--- src/cnss_pkg.sv ---
package cnss_pkg;
	// Die geometry: four sides, one of them without clock pins
	localparam int NUM_SIDES       = 4;
	localparam int PINS_PER_SIDE   = 4;
	localparam int PINLESS_SIDE    = 0;
	localparam int CENTER_REF_SIDE = 2;
	// Corner PLLs sit between two sides, centre PLLs take one pin group
	localparam int NUM_CORNER      = 4;
	localparam int NUM_CENTER      = 2;
	localparam int NUM_PLL         = NUM_CORNER + NUM_CENTER;
	localparam int CNT_PER_PLL     = 7;
	// Post-scaler counter indices inside one PLL
	localparam int POST_SCALER_OUT_0 = 0;
	localparam int POST_SCALER_OUT_1 = 1;
	localparam int POST_SCALER_OUT_2 = 2;
	localparam int POST_SCALER_OUT_3 = 3;
	localparam int POST_SCALER_OUT_4 = 4;
	localparam int POST_SCALER_OUT_5 = 5;
	localparam int POST_SCALER_OUT_6 = 6;
	// Reach of one PLL onto the networks
	localparam int PLL_MAX_GLB     = 8;
	localparam int PLL_MAX_REG     = 24;
	// Global selector: four inputs, 2-bit select
	localparam int GSEL_W          = 2;
	localparam int GSEL_IN         = 4;
	// Regional selector: eight candidates, 3-bit static select
	localparam int RSEL_W          = 3;
	localparam int RSEL_IN         = 8;
	// Global route word: four 2-bit fields, one per selector input
	localparam int ROUTE_W         = 8;
	localparam int FLD_IN0         = 0;
	localparam int FLD_IN1         = 2;
	localparam int FLD_IN2         = 4;
	localparam int FLD_IN3         = 6;
	localparam int FLD_W           = 2;
	// PLL dedicated output counter select width
	localparam int PCNT_W          = 3;
	// Reset level of every control and output flop
	localparam logic RST_LVL       = 1'b0;
endpackage

--- src/cnss_net_if.sv ---
`timescale 1ns/1ps
// Ties one source selector to one enable gate
interface cnss_net_if;
	logic src;      // Selected source level
	logic used;     // Network in use
	logic ena;      // Dynamic enable
	logic bypass;   // Skip extra enable stage
	logic net;      // Gated network
	logic en_state; // Enable as seen by the gate
	modport mux  (output src);
	modport gate (input src, used, ena, bypass, output net, en_state);
	modport ctl  (output used, ena, bypass, input net, en_state);
	modport drv  (output src, used, ena, bypass, input net, en_state);
endinterface

--- src/cnss_src_mux.sv ---
`timescale 1ns/1ps
module cnss_src_mux
	import cnss_pkg::*;
#(
	parameter int N_IN   = GSEL_IN, // Candidate count
	parameter int SEL_W  = GSEL_W,  // Select width
	parameter bit DYN_OK = 1'b1     // Run-time select allowed
)(
	input  wire logic             clk,        // System clock
	input  wire logic             rst_n,      // Sync reset, low
	input  wire logic [N_IN-1:0]  cand,       // Candidate sources
	input  wire logic [SEL_W-1:0] static_sel, // Configured select
	input  wire logic [SEL_W-1:0] dyn_sel,    // Fabric select
	input  wire logic             dyn_mode,   // Configured for run time
	input  wire logic             user_mode,  // Device in user mode
	cnss_net_if.mux               nif         // Selected source out
);
	logic [SEL_W-1:0] eff_sel;
	logic             dyn_live;
	logic             static_pick;
	logic             dyn_pick;
	logic             src_r;

	if (N_IN != 2 ** SEL_W)
	begin : g_bad_width
		$error("cnss_src_mux: N_IN must equal 2**SEL_W");
	end

	// Fabric select counts only once the device runs the user design
	assign dyn_live = DYN_OK && dyn_mode && user_mode; // [RL3] [RL10] [RL20]
	assign eff_sel  = dyn_live ? dyn_sel : static_sel; // [RL2] [RL8]
	assign static_pick = cand[static_sel];
	assign dyn_pick    = cand[dyn_sel];

	// Registered pick keeps the selector glitch free
	always_ff @(posedge clk)
	begin
		if (!rst_n)
			src_r <= RST_LVL;
		else
			src_r <= cand[eff_sel]; // [RL2]
	end

	assign nif.src = src_r;
endmodule // cnss_src_mux

--- src/cnss_gate.sv ---
`timescale 1ns/1ps
module cnss_gate
	import cnss_pkg::*;
#(
	parameter bit HAS_BYPASS = 1'b1 // Extra stage may be skipped
)(
	input  wire logic clk,   // System clock
	input  wire logic rst_n, // Sync reset, low
	cnss_net_if.gate  nif    // Source, controls, gated net
);
	logic ena_s_r;
	logic ena_in;
	logic src_d_r;
	logic fall;
	logic en_r;
	logic net_r;

	// Extra stage tames an enable that changes at any time
	always_ff @(posedge clk)
	begin
		if (!rst_n)
			ena_s_r <= RST_LVL;
		else
			ena_s_r <= nif.ena;
	end

	// Bypass saves a cycle for enables already in step
	assign ena_in = (HAS_BYPASS && nif.bypass) ? nif.ena : ena_s_r; // [RL19]

	// Previous source level for the falling-edge detect
	always_ff @(posedge clk)
	begin
		if (!rst_n)
			src_d_r <= RST_LVL;
		else
			src_d_r <= nif.src;
	end

	assign fall = src_d_r & ~nif.src;

	// Enable moves only when the source goes low, so no high is cut short
	always_ff @(posedge clk)
	begin
		if (!rst_n)
			en_r <= RST_LVL;
		else if (fall)
			en_r <= ena_in & nif.used; // [RL18] [RL13]
	end

	// Unused or disabled network sits low
	always_ff @(posedge clk)
	begin
		if (!rst_n)
			net_r <= RST_LVL;
		else
			net_r <= nif.src & en_r & nif.used; // [RL11] [RL12]
	end

	assign nif.net      = net_r;
	assign nif.en_state = en_r;
endmodule // cnss_gate

--- src/cnss_clk_ctrl.sv ---
`timescale 1ns/1ps
// What this block does
// RL1: One selector and gate per network
// RL2: Global source fixed or chosen at run time
// RL3: Run-time select works only in user mode
// RL4: Global inputs 0,1 take same-side clock pins
// RL5: Global input 2 takes corner counter 0/2
// RL6: Global input 3 takes corner counter 1/3
// RL7: Pinless side: input0 counter 4/6, input1 5
// RL8: Pins on inputs 0-1, PLLs 2-3, 2-bit pick
// RL9: Mixed sources should share one die side
// RL10: Regional source fixed by configuration only
// RL11: Unused networks held powered down
// RL12: Powered-down network delivers no clock
// RL13: Fabric enable gates each network synchronously
// RL14: Same enable gates PLL dedicated output pins
// RL15: Output cell picks fabric signal or clock
// RL16: PLL reaches 24 regional, 8 global networks
// RL17: Centre PLLs direct pins, corners 4:1 mux
// RL18: Enable registered on output clock fall
// RL19: Optional extra enable stage, bypass configurable
// RL20: Before user mode, configured source drives
module cnss_clk_ctrl
	import cnss_pkg::*;
#(
	parameter int  GLB_PER_SIDE = 4,  // Global networks per side
	parameter int  REG_PER_SIDE = 12, // Regional networks per side
	localparam int NG = NUM_SIDES * GLB_PER_SIDE,
	localparam int NR = NUM_SIDES * REG_PER_SIDE,
	localparam int NT = NG + NR,
	localparam int NPIN = NUM_SIDES * PINS_PER_SIDE,
	localparam int NCNT = NUM_PLL * CNT_PER_PLL
)(
	input  wire logic                    clk,                // 50 MHz
	input  wire logic                    rst_n,              // Sync reset
	input  wire logic                    user_mode_in,       // Async status
	input  wire logic [NPIN-1:0]         clk_pin,            // Clock pins
	input  wire logic [NCNT-1:0]         pll_cnt,            // PLL counters
	input  wire logic [NG*ROUTE_W-1:0]   cfg_glb_route,      // Input routes
	input  wire logic [NG*GSEL_W-1:0]    cfg_glb_static_sel, // Fixed pick
	input  wire logic [NG-1:0]           cfg_glb_dyn_mode,   // Run-time mode
	input  wire logic [NG*GSEL_W-1:0]    source_select_bits, // Fabric pick
	input  wire logic [NR*RSEL_W-1:0]    cfg_reg_sel,        // Regional pick
	input  wire logic [NT-1:0]           cfg_net_used,       // Net in use
	input  wire logic [NT-1:0]           cfg_sync_bypass,    // Skip stage
	input  wire logic [NT-1:0]           net_ena,            // Fabric enable
	input  wire logic [NUM_CORNER*2-1:0] cfg_corner_ref_sel, // 4:1 ref pick
	input  wire logic [NUM_PLL*PCNT_W-1:0] cfg_pll_out_cnt,  // Pin counter
	input  wire logic [NUM_PLL-1:0]      cfg_io_cell_sel,    // 1: clock
	input  wire logic [NUM_PLL-1:0]      fabric_to_pin,      // Fabric signal
	input  wire logic [NUM_PLL-1:0]      pll_out_ena,        // Pin enable
	output logic      [NG-1:0]           global_net,         // Global nets
	output logic      [NR-1:0]           regional_net,       // Regional nets
	output logic      [NT-1:0]           net_enabled,        // Gate state
	output logic      [NUM_PLL-1:0]      pll_dedicated_output_pin, // Pins
	output logic      [NUM_PLL-1:0]      pll_ref_clk,        // PLL refs
	output logic                         user_mode           // Synced mode
);
	logic [NPIN-1:0]    pin_q1_r;
	logic [NPIN-1:0]    pin_q2_r;
	logic [NCNT-1:0]    cnt_q1_r;
	logic [NCNT-1:0]    cnt_q2_r;
	logic               um_q1_r;
	logic               um_q2_r;
	logic [NUM_PLL-1:0] pll_pin_r;
	logic [NUM_PLL-1:0] pll_ref_r;
	logic [NUM_PLL-1:0] pll_pin_nxt;

	// Each corner PLL serves two sides; check its reach
	if (2 * GLB_PER_SIDE > PLL_MAX_GLB || 2 * REG_PER_SIDE > PLL_MAX_REG)
	begin : g_bad_reach
		$error("cnss_clk_ctrl: network count exceeds PLL reach"); // [RL16]
	end
	if (GLB_PER_SIDE < 1 || REG_PER_SIDE < 1)
	begin : g_bad_count
		$error("cnss_clk_ctrl: need at least one network per side");
	end

	// Pins, counters and the mode status arrive from outside this clock
	always_ff @(posedge clk)
	begin
		if (!rst_n)
		begin
			pin_q1_r <= '0;
			pin_q2_r <= '0;
			cnt_q1_r <= '0;
			cnt_q2_r <= '0;
			um_q1_r  <= RST_LVL;
			um_q2_r  <= RST_LVL;
		end
		else
		begin
			pin_q1_r <= clk_pin;
			pin_q2_r <= pin_q1_r;
			cnt_q1_r <= pll_cnt;
			cnt_q2_r <= cnt_q1_r;
			um_q1_r  <= user_mode_in;
			um_q2_r  <= um_q1_r;
		end
	end

	assign user_mode = um_q2_r;

	// One selector and gate per global network
	for (genvar g = 0; g < NG; g++)
	begin : g_glb // [RL1]
		localparam int SIDE = g / GLB_PER_SIDE;
		localparam int PA   = SIDE;
		localparam int PB   = (SIDE + 1) % NUM_CORNER;
		logic [GSEL_IN-1:0] cand;
		logic [FLD_W-1:0]   f0;
		logic [FLD_W-1:0]   f1;
		logic [FLD_W-1:0]   f2;
		logic [FLD_W-1:0]   f3;
		logic [2:0]         c0;
		cnss_net_if nif();

		assign f0 = cfg_glb_route[g*ROUTE_W+FLD_IN0 +: FLD_W];
		assign f1 = cfg_glb_route[g*ROUTE_W+FLD_IN1 +: FLD_W];
		assign f2 = cfg_glb_route[g*ROUTE_W+FLD_IN2 +: FLD_W];
		assign f3 = cfg_glb_route[g*ROUTE_W+FLD_IN3 +: FLD_W];

		if (SIDE == PINLESS_SIDE)
		begin : g_nopin
			// Counters only: bit 0 picks the PLL, bit 1 picks 6 over 4
			assign c0 = f0[1] ? 3'(POST_SCALER_OUT_6) : 3'(POST_SCALER_OUT_4);
			assign cand[0] = cnt_q2_r[(f0[0] ? PB : PA) * CNT_PER_PLL + c0]; // [RL7]
			assign cand[1] = cnt_q2_r[(f1[0] ? PB : PA) * CNT_PER_PLL + POST_SCALER_OUT_5]; // [RL7]
		end
		else
		begin : g_pin
			// Any of the four pins of this side
			assign c0 = '0;
			assign cand[0] = pin_q2_r[SIDE*PINS_PER_SIDE + f0]; // [RL4] [RL8]
			assign cand[1] = pin_q2_r[SIDE*PINS_PER_SIDE + f1]; // [RL4] [RL8]
		end

		// Corner counters: bit 0 picks the PLL, bit 1 the higher counter
		assign cand[2] = cnt_q2_r[(f2[0] ? PB : PA) * CNT_PER_PLL + (f2[1] ? POST_SCALER_OUT_2 : POST_SCALER_OUT_0)]; // [RL5] [RL8]
		assign cand[3] = cnt_q2_r[(f3[0] ? PB : PA) * CNT_PER_PLL + (f3[1] ? POST_SCALER_OUT_3 : POST_SCALER_OUT_1)]; // [RL6] [RL8]

		cnss_src_mux #(
			.N_IN   (GSEL_IN),
			.SEL_W  (GSEL_W),
			.DYN_OK (1'b1)
		) u_mux (
			.clk        (clk),
			.rst_n      (rst_n),
			.cand       (cand),
			.static_sel (cfg_glb_static_sel[g*GSEL_W +: GSEL_W]),
			.dyn_sel    (source_select_bits[g*GSEL_W +: GSEL_W]),
			.dyn_mode   (cfg_glb_dyn_mode[g]),
			.user_mode  (um_q2_r), // [RL3]
			.nif        (nif.mux)
		);

		cnss_gate #(
			.HAS_BYPASS (1'b1)
		) u_gate (
			.clk   (clk),
			.rst_n (rst_n),
			.nif   (nif.gate)
		);

		assign nif.used   = cfg_net_used[g];    // [RL11]
		assign nif.ena    = net_ena[g];         // [RL13]
		assign nif.bypass = cfg_sync_bypass[g]; // [RL19]
		assign global_net[g]  = nif.net;
		assign net_enabled[g] = nif.en_state;
	end

	// One fixed selector and gate per regional network
	for (genvar r = 0; r < NR; r++)
	begin : g_reg // [RL1]
		localparam int SIDE = r / REG_PER_SIDE;
		localparam int PA   = SIDE;
		localparam int PB   = (SIDE + 1) % NUM_CORNER;
		logic [RSEL_IN-1:0] cand;
		cnss_net_if nif();

		// Pinless side offers no pins; those candidates stay low
		if (SIDE == PINLESS_SIDE)
		begin : g_nopin
			assign cand[PINS_PER_SIDE-1:0] = '0;
		end
		else
		begin : g_pin
			assign cand[PINS_PER_SIDE-1:0] =
				pin_q2_r[SIDE*PINS_PER_SIDE +: PINS_PER_SIDE];
		end
		assign cand[4] = cnt_q2_r[PA*CNT_PER_PLL + POST_SCALER_OUT_0]; // [RL16]
		assign cand[5] = cnt_q2_r[PA*CNT_PER_PLL + POST_SCALER_OUT_1];
		assign cand[6] = cnt_q2_r[PB*CNT_PER_PLL + POST_SCALER_OUT_0];
		assign cand[7] = cnt_q2_r[PB*CNT_PER_PLL + POST_SCALER_OUT_1];

		// Fabric has no path to this select
		cnss_src_mux #(
			.N_IN   (RSEL_IN),
			.SEL_W  (RSEL_W),
			.DYN_OK (1'b0)
		) u_mux (
			.clk        (clk),
			.rst_n      (rst_n),
			.cand       (cand),
			.static_sel (cfg_reg_sel[r*RSEL_W +: RSEL_W]), // [RL10]
			.dyn_sel    ('0),
			.dyn_mode   (1'b0),
			.user_mode  (um_q2_r),
			.nif        (nif.mux)
		);

		cnss_gate #(
			.HAS_BYPASS (1'b1)
		) u_gate (
			.clk   (clk),
			.rst_n (rst_n),
			.nif   (nif.gate)
		);

		assign nif.used   = cfg_net_used[NG+r];    // [RL11]
		assign nif.ena    = net_ena[NG+r];         // [RL13]
		assign nif.bypass = cfg_sync_bypass[NG+r]; // [RL19]
		assign regional_net[r]   = nif.net;
		assign net_enabled[NG+r] = nif.en_state;
	end

	// Dedicated PLL output pins: same gate, no stage bypass
	for (genvar p = 0; p < NUM_PLL; p++)
	begin : g_pout
		logic [PCNT_W-1:0] cs;
		cnss_net_if nif();

		assign cs = cfg_pll_out_cnt[p*PCNT_W +: PCNT_W];
		// Counter select beyond the last counter yields a quiet pin
		assign nif.src = (cs < PCNT_W'(CNT_PER_PLL)) ?
			cnt_q2_r[p*CNT_PER_PLL + cs] : RST_LVL;
		assign nif.used   = 1'b1;
		assign nif.ena    = pll_out_ena[p]; // [RL14]
		assign nif.bypass = 1'b0;

		cnss_gate #(
			.HAS_BYPASS (1'b0)
		) u_gate (
			.clk   (clk),
			.rst_n (rst_n),
			.nif   (nif.gate)
		);

		// Output cell mux is set by configuration only
		assign pll_pin_nxt[p] = cfg_io_cell_sel[p] ? nif.net
			: fabric_to_pin[p]; // [RL15]
	end

	always_ff @(posedge clk)
	begin
		if (!rst_n)
			pll_pin_r <= '0;
		else
			pll_pin_r <= pll_pin_nxt; // [RL15] [RL14]
	end

	assign pll_dedicated_output_pin = pll_pin_r;

	// Corner PLL references: 4:1 over the pins of a side with pins
	for (genvar k = 0; k < NUM_CORNER; k++)
	begin : g_cref
		localparam int RSIDE = (k == PINLESS_SIDE) ? k + 1 : k;
		logic [1:0] rs;
		assign rs = cfg_corner_ref_sel[k*2 +: 2];

		always_ff @(posedge clk)
		begin
			if (!rst_n)
				pll_ref_r[k] <= RST_LVL;
			else
				pll_ref_r[k] <= pin_q2_r[RSIDE*PINS_PER_SIDE + rs]; // [RL17]
		end
	end

	// Centre PLLs hang straight off one pin group, no selection
	for (genvar c = 0; c < NUM_CENTER; c++)
	begin : g_ctr
		always_ff @(posedge clk)
		begin
			if (!rst_n)
				pll_ref_r[NUM_CORNER+c] <= RST_LVL;
			else
				pll_ref_r[NUM_CORNER+c] <=
					pin_q2_r[CENTER_REF_SIDE*PINS_PER_SIDE + c]; // [RL17]
		end
	end

	assign pll_ref_clk = pll_ref_r;
endmodule // cnss_clk_ctrl

--- config.mk ---
export PLATFORM = sky130hd
export DESIGN_NAME = cnss_clk_ctrl
export DESIGN_NICKNAME = d
export VERILOG_FILES = /design/src/cnss_pkg.sv /design/src/cnss_net_if.sv /design/src/cnss_src_mux.sv /design/src/cnss_gate.sv /design/src/cnss_clk_ctrl.sv
export SDC_FILE = /design/constraint.sdc
export NUM_CORES = 1
export LEC_CHECK = 0
export BUFFER_PORTS_ARGS = -buffer_cell sky130_fd_sc_hd__buf_2
export CORE_AREA = 2 2 309 311
export CTS_CLUSTER_SIZE = 40
export DETAILED_ROUTE_END_ITERATION = 6
export DIE_AREA = 0 0 311 313
export PLACE_DENSITY = 0.59
export SYNTH_ARGS = -nofsm -noshare
export SYNTH_HDL_FRONTEND = slang
export SYNTH_SLANG_ARGS = --single-unit
--- constraint.sdc ---
create_clock -name clk -period 2.3 [get_ports clk]
set_input_delay 0.23 -clock clk [delete_from_list [all_inputs] [get_ports clk]]
set_output_delay 0.23 -clock clk [all_outputs]
set_load 0.05 [all_outputs]
# --- Yosys cells after proc, flatten, opt, wreduce, memory -nomap -nowiden ---
# Index checks and enable logic that the tools add are counted.
word_totals:
  register_bits: 474
  latchBits: 0
  ramBits: 0
  rom_bits: 0
  input_bits: 649
  word_cells: 1448
  n_memories: 0
classes:
  addsub: 73
  mul: 40
  n_div: 0
  n_lt_le_gt_ge: 144
  n_eq_ne: 0
  shift: 0
  mux: 480
  bitwise: 338
  reduce_logical: 16
ops:
  columns: ["op", "n"]
  rows:
  - ["1-bit 2-to-1 mux", 274]
  - ["1-bit binary-select mux with 6-bit select", 45]
  - ["1-bit bitwise AND", 268]
  - ["3-bit by 4-bit < comparator with 1-bit output (second input constant)", 48]
  - ["6-bit by 7-bit < comparator with 1-bit output (second input constant)", 26]
  - ["1-bit binary-select mux with 3-bit select", 49]
  - ["5-bit by 2-bit adder with 6-bit output", 24]
  - ["2-bit 2-to-1 mux", 68]
  - ["2-bit by 3-bit multiplier with 5-bit output (second input constant)", 24]
  - ["5-bit by 7-bit < comparator with 1-bit output (second input constant)", 17]
  - ["1-bit binary-select mux with 4-bit select", 28]
  - ["4-bit by 2-bit adder with 5-bit output (first input constant)", 18]
  - ["5-bit < comparator (second input constant)", 18]
  - ["1-bit inverter", 70]
  - ["1-bit by 3-bit multiplier with 4-bit output (second input constant)", 16]
  - ["4-bit by 5-bit < comparator with 1-bit output (second input constant)", 10]
  - ["2-bit by 3-bit < comparator with 1-bit output (second input constant)", 16]
  - ["3-bit by 2-bit adder with 4-bit output (first input constant)", 10]
  - ["4-bit by 2-bit adder with 5-bit output", 8]
  - ["1-bit binary-select mux with 2-bit select", 16]
  - ["4-bit by 3-bit adder with 5-bit output", 4]
  - ["4-bit by 3-bit adder with 5-bit output (second input constant)", 4]
  - ["3-bit < comparator (second input constant)", 6]
  - ["1-bit logical AND", 16]
  - ["other kinds (7)", 8]

# --- Longest topological paths before layout ---
logic_depth:
  depth_word: 8
  mapped_depth: 9
  mapped_depth_nobuf: 7

# --- Hierarchy ---
# From an unflattened synthesis, not the netlist that was laid out.
hier_totals:
  hier_cells: 2464
  hier_area_um2: 27330.0
by_module_without_submodules:
  columns: ["mod", "instances", "cells_per_inst", "area_each_um2"]
  rows:
  - ["cnss_clk_ctrl", 1, 1086, 11970.2]
  - ["cnss_gate (g_glb[0].u_gate ...)", 64, 12, 137.6]
  - ["cnss_src_mux (g_reg[0].u_mux ...)", 48, 8, 91.3]
  - ["cnss_src_mux (g_glb[0].u_mux ...)", 16, 10, 87.6]
  - ["cnss_gate (g_pout[0].u_gate ...)", 6, 11, 127.6]

# --- Worst setup path after synthesis ---
# OpenSTA, ideal clock, no wires.
synth_path:
  kind: "input port to flip-flop"
  startpoint: "input cfg_glb_route[92]"
  endpoint: "register g_glb[11].u_mux.src_r"
  setup_time_ns: 0.124
  arrival_ns: 2.309
  required_ns: 2.176
  path_slack_ns: -0.133
  path_stages: 9
  path_cell_list: "buf_2 > inv_1 > ha_1 > clkbuf_1 > mux4_2 > or2_2 > a41oi_1 > o311a_1 > a31oi_1"
synth_between:
  elab_chain_cells: 8
synth_rtl:
  columns: ["item", "line", "source"]
  rows:
  - ["from (decl)", "cnss_clk_ctrl.sv:39", "input wire logic [NG*ROUTE_W-1:0] cfg_glb_route,"]
  - ["1-bit 2-to-1 mux", "cnss_clk_ctrl.sv:139", "assign cand[2] = cnt_q2_r[(f2[0] ? PB : PA) * CNT_PER_PLL + (f2[1] ? POST_SCALER_OUT_2 : POST_SCALER_OUT_0)];"]
  - ["2-bit by 3-bit multiplier with 5-bit output", "cnss_clk_ctrl.sv:139", null]
  - ["5-bit by 2-bit adder with 6-bit output", "cnss_clk_ctrl.sv:139", null]
  - ["1-bit binary-select mux with 6-bit select", "cnss_clk_ctrl.sv:139", null]
  - ["1-bit 2-to-1 mux (2 in a row)", "cnss_clk_ctrl.sv:139", null]
  - ["1-bit binary-select mux with 2-bit select", "cnss_src_mux.sv:41", "src_r <= cand[eff_sel];"]
  - ["1-bit 2-to-1 mux (not written as such)", "cnss_src_mux.sv:41", null]
  - ["to (signal assigned)", "cnss_src_mux.sv:41", null]
  - ["to (decl)", "cnss_src_mux.sv:22", "logic src_r;"]
# Every way passes these cells. The select of a mux whose other input is x is not followed.
# A chain may end at the register's enable or synchronous reset.

# --- Worst setup path in the final report ---
layout_path:
  startpoint: "register cnt_q2_r[21]"
  endpoint: "register g_reg[37].u_mux.src_r"
layout_between:
  elab_chain_cells: 2
layout_rtl:
  columns: ["item", "line", "source"]
  rows:
  - ["from (decl)", "cnss_clk_ctrl.sv:62", "logic [NCNT-1:0] cnt_q2_r;"]
  - ["from (signal assigned)", "cnss_clk_ctrl.sv:96", "cnt_q2_r <= cnt_q1_r;"]
  - ["1-bit binary-select mux with 3-bit select", null, null]
  - ["1-bit 2-to-1 mux (not written as such)", "cnss_src_mux.sv:41", null]
  - ["to (signal assigned)", "cnss_src_mux.sv:41", null]
  - ["to (decl)", "cnss_src_mux.sv:22", null]
# Every way passes these cells. The select of a mux whose other input is x is not followed.

==> impl_metrics.env <==
export IMPL_cts_buffers=55
export IMPL_grt_max_degree=72
export IMPL_worst_slack_ns=0.108
export IMPL_clk_latency_ns=0.64
export IMPL_endpoint_kind="register"
export IMPL_p_int_w=0.0160
export IMPL_drv_cap=0
export IMPL_yosysSeqAreaShare_pct=35.6
export IMPL_drt_iter0_markers=1647
export IMPL_fin_crit_sh_pct=95.3
export IMPL_drt_drc_violations_left=0
export IMPL_power_density_nw_per_um2=600
export IMPL_area_delta_synth_final_pct=37.5
export IMPL_post_cts_buffers=0
export IMPL_routed_wl_um=109000
export IMPL_sw_frac_of_total_pct=26.2
export IMPL_crit_buf_inv=2
export IMPL_ys_warnings_count=0
export IMPL_worstPathMaxFanout=19
export IMPL_vias=23100
export IMPL_wl_per_cell_um=23.4
export IMPL_synthesis_nets=3084
export IMPL_synthFlopType="dfxtp_1"
export IMPL_design_portCount=790
export IMPL_clk_path_buf_depth=3
export IMPL_min_period_ns=2.19
export IMPL_path_clk_slew_ns=0.06
export IMPL_grt_pass1_wl_um=155000
export IMPL_critPathKind="register to register"
export IMPL_yosysMostFrequentCell="dfxtp_1"
export IMPL_max_slew_worst_pin_slew_ns=0.826
export IMPL_antenna_found_initial=53
export IMPL_netlist_instances=2358
export IMPL_grt_usage_pct=21.4
export IMPL_hold_path_class="input pin to register"
export IMPL_ctsHtreeMaxLevel=2
export IMPL_leakage_nw=15.8
export IMPL_avgSynthCellArea_um2=11.1
export IMPL_portBuffers=781
export IMPL_worstSetupStartpointType="register"
export IMPL_final_setup_viol_count=0
export IMPL_netlist_area_leader_share_pct=35.6
export IMPL_synthTopCellsByCount="dfxtp_1 (466), and2_1 (255), mux4_2 (253)"
export IMPL_fin_nets=4022
export IMPL_place_ws_ns=0.0837
export IMPL_ir_drop_uv=504
export IMPL_ys_seq_elements=466
export IMPL_cts_sinks=466
export IMPL_root_buffer="clkbuf_16"
export IMPL_slowest_stage="dlygate4sd3_1"
export IMPL_row_count=113
export IMPL_setup_tns_ns=0
export IMPL_hold_viol_final=0
export IMPL_status="completed"
export IMPL_grt_pass1_vias=23300
export IMPL_cpLargestDelayFamily="buffers and inverters"
export IMPL_grt_setup_unrepaired="no"
export IMPL_path_cells="buf_4 -> mux4_2 -> mux2i_1 -> dlygate4sd3_1 -> nor2_1"
export IMPL_core_area_um2=94200
export IMPL_p_sw_w=0.00566
export IMPL_synthArstFlopShare_pct=0
export IMPL_gp_congestion=0.902
export IMPL_critical_path_max_stage_delay_ns=0.57
export IMPL_slew_violations=0
export IMPL_pwr_share_seq_pct=39.7
export IMPL_drt_pass1_iter_count=6
export IMPL_ant_nets=0
export IMPL_synth_distinct_cells=59
export IMPL_skew_ns=0.0275
export IMPL_dieArea_um2=97300
export IMPL_dp_hpwl_um=82900
export IMPL_synth_enable_flop_cells=0
export IMPL_synth_top_cells_by_area="dfxtp_1 (36%), mux4_2 (22%), mux2i_1 (6.2%), and2_1 (6.1%), mux2_2 (4.3%)"
export IMPL_syn_area_um2=26200
export IMPL_crit_arrival_ns=2.71
export IMPL_die_h_um=313
export IMPL_yosysTopAreaCell="dfxtp_1"
export IMPL_drt_vias_per_instance=5.00
export IMPL_tritoncts="built"
export IMPL_drive_gt1_share_pct=40.7
export IMPL_combPwrFrac_pct=16.9
export IMPL_clkPwrFrac_pct=43.3
export IMPL_cp_data_required_time_ns=2.82
export IMPL_overflow=0
export IMPL_max_freq_mhz=456
export IMPL_initial_core_util_pct=27.8
export IMPL_relSlewSlack_pct=44.8
export IMPL_die_w_um=311
metal layers:
metal,global-route usage (%),vias to the layer above,routed length (um)
li1,-,10400,-
met1,26.3,11300,42700
met2,34.7,1198,50500
met3,6.66,265,10500
met4,9.20,26,4670
met5,0,-,166
final cells by class:
cell class | instances | area [um2]
flip-flops and latches | 466 | 9340
clock inverters | 25 | 352
multi-input cells | 1474 | 14800
clock buffers | 76 | 1580
inverters | 119 | 452
well taps | 1265 | 1580
repair buffers | 1180 | 7870
fillers | 9179 | 58100
diodes | 25 | 62.6
metrics by stage:
| stage | hold WS, ns | total power, W | std cells | cell area, um2 | utilization (%) |
|---|---|---|---|---|---|
| 2_1_floorplan | 0.321 | 0.0105 | 2358 | 26200 | - |
| 3_3_place_gp | 0.413 | 0.0120 | 4224 | 31200 | 33.2 |
| 3_5_place_dp | 0.416 | 0.0120 | 4224 | 31200 | 33.2 |
| 4_1_cts | 0.00166 | 0.0218 | 4605 | 36000 | 38.2 |
| 5_1_grt | 0.0341 | 0.0225 | 4624 | 36000 | 38.3 |
| 6_report | 0.0525 | 0.0216 | 4630 | 36000 | 38.3 |
sequential cells by signal, summed over array words and instances, names as in the netlist, 12 cells and up:
register,flops
g_glb.u_gate.src_d_r,16
g_glb.u_gate.nif.en_state,16
pin_q2_r,12
g_glb.u_mux.nif.src,16
g.u_gate.nif.net,48
g.u_gate.src_d_r,48
g_glb.u_gate.ena_s_r,16
g_glb.u_gate.nif.net,16
g.u_gate.ena_s_r,48
pin_q1_r,12
cnt_q1_r,42
g.u_gate.nif.en_state,48
g.u_mux.nif.src,48
cnt_q2_r,42
cell usage in the layout (no fill, tap or decap), types with 6 or more instances in the layout:
| master | n |
|---|---|
| a211oi_1 | 25 |
| a21oi_1 | 75 |
| a31o_2 | 6 |
| a31oi_1 | 9 |
| and2_1 | 255 |
| and3_1 | 67 |
| buf_12 | 20 |
| buf_2 | 780 |
| buf_4 | 98 |
| bufinv_16 | 7 |
| clkbuf_1 | 10 |
| clkbuf_16 | 56 |
| clkbuf_8 | 11 |
| clkinv_2 | 7 |
| dfxtp_1 | 458 |
| dfxtp_2 | 7 |
| diode_2 | 25 |
| dlygate4sd3_1 | 280 |
| ha_1 | 77 |
| inv_1 | 118 |
| inv_6 | 7 |
| mux2_2 | 99 |
| mux2i_1 | 162 |
| mux4_2 | 253 |
| nand2_1 | 65 |
| nand2b_1 | 25 |
| nand3_1 | 10 |
| nand4b_1 | 66 |
| nor2_1 | 68 |
| nor2b_1 | 21 |
| nor3_1 | 8 |
| o21ai_0 | 86 |
| o22ai_1 | 12 |
| o31ai_1 | 6 |
power groups by stage:
stage / combinational [W] / clock (W) / sequential [W]
floorplan: 0.00184 / 0 / 0.00864
global placement: 0.00321 / 0 / 0.00876
detailed placement: 0.00324 / 0 / 0.00877
CTS: 0.00365 / 0.00960 / 0.00859
global route: 0.00393 / 0.00992 / 0.00862
finish: 0.00366 / 0.00938 / 0.00859
worst min-delay path: stages:
cell and delay (ns):
buf_2 0.11, mux4_2 0.17, mux2i_1 0.06, nor2_1 0.07
final timing paths:
path	cells after the start	endpoint	slack (ns)	from
worst max-delay path	5	g_reg[37].u_mux.nif.src$_SDFF_PN0_	0.11	cnt_q2_r[21]$_SDFF_PN0_
worst min-delay path	4	g_reg[42].u_mux.nif.src$_SDFF_PN0_	0.05	cfg_reg_sel[127]
worst max register to register	5	g_reg[37].u_mux.nif.src$_SDFF_PN0_	0.11	cnt_q2_r[21]$_SDFF_PN0_
worst min register to register	1	cnt_q2_r[30]$_SDFF_PN0_	0.41	cnt_q1_r[30]$_SDFF_PN0_
repair_timing:
action,in CTS,in global routing
endpoints found under the hold margin,315,0
hold buffers,280,0
gates resized for setup,0,2
endpoints found under the setup margin,0,6
kinds of logic (layout without fill, tap and decap cells):
kind of cell | Yosys count | count (layout) | synth area share (%)
fa+ha+maj | 77 | 77 | 3.68
mux | 518 | 518 | 32.6
buf+inv | 418 | 1400 | 7.91
flops | 466 | 466 | 35.6
simple gates | 612 | 612 | 14.0
compound gates | 262 | 262 | 6.09
xor+xnor | 5 | 5 | 0.167
other cells | 0 | 25 | 0
Note: power is estimated with default switching activity, not from simulation.
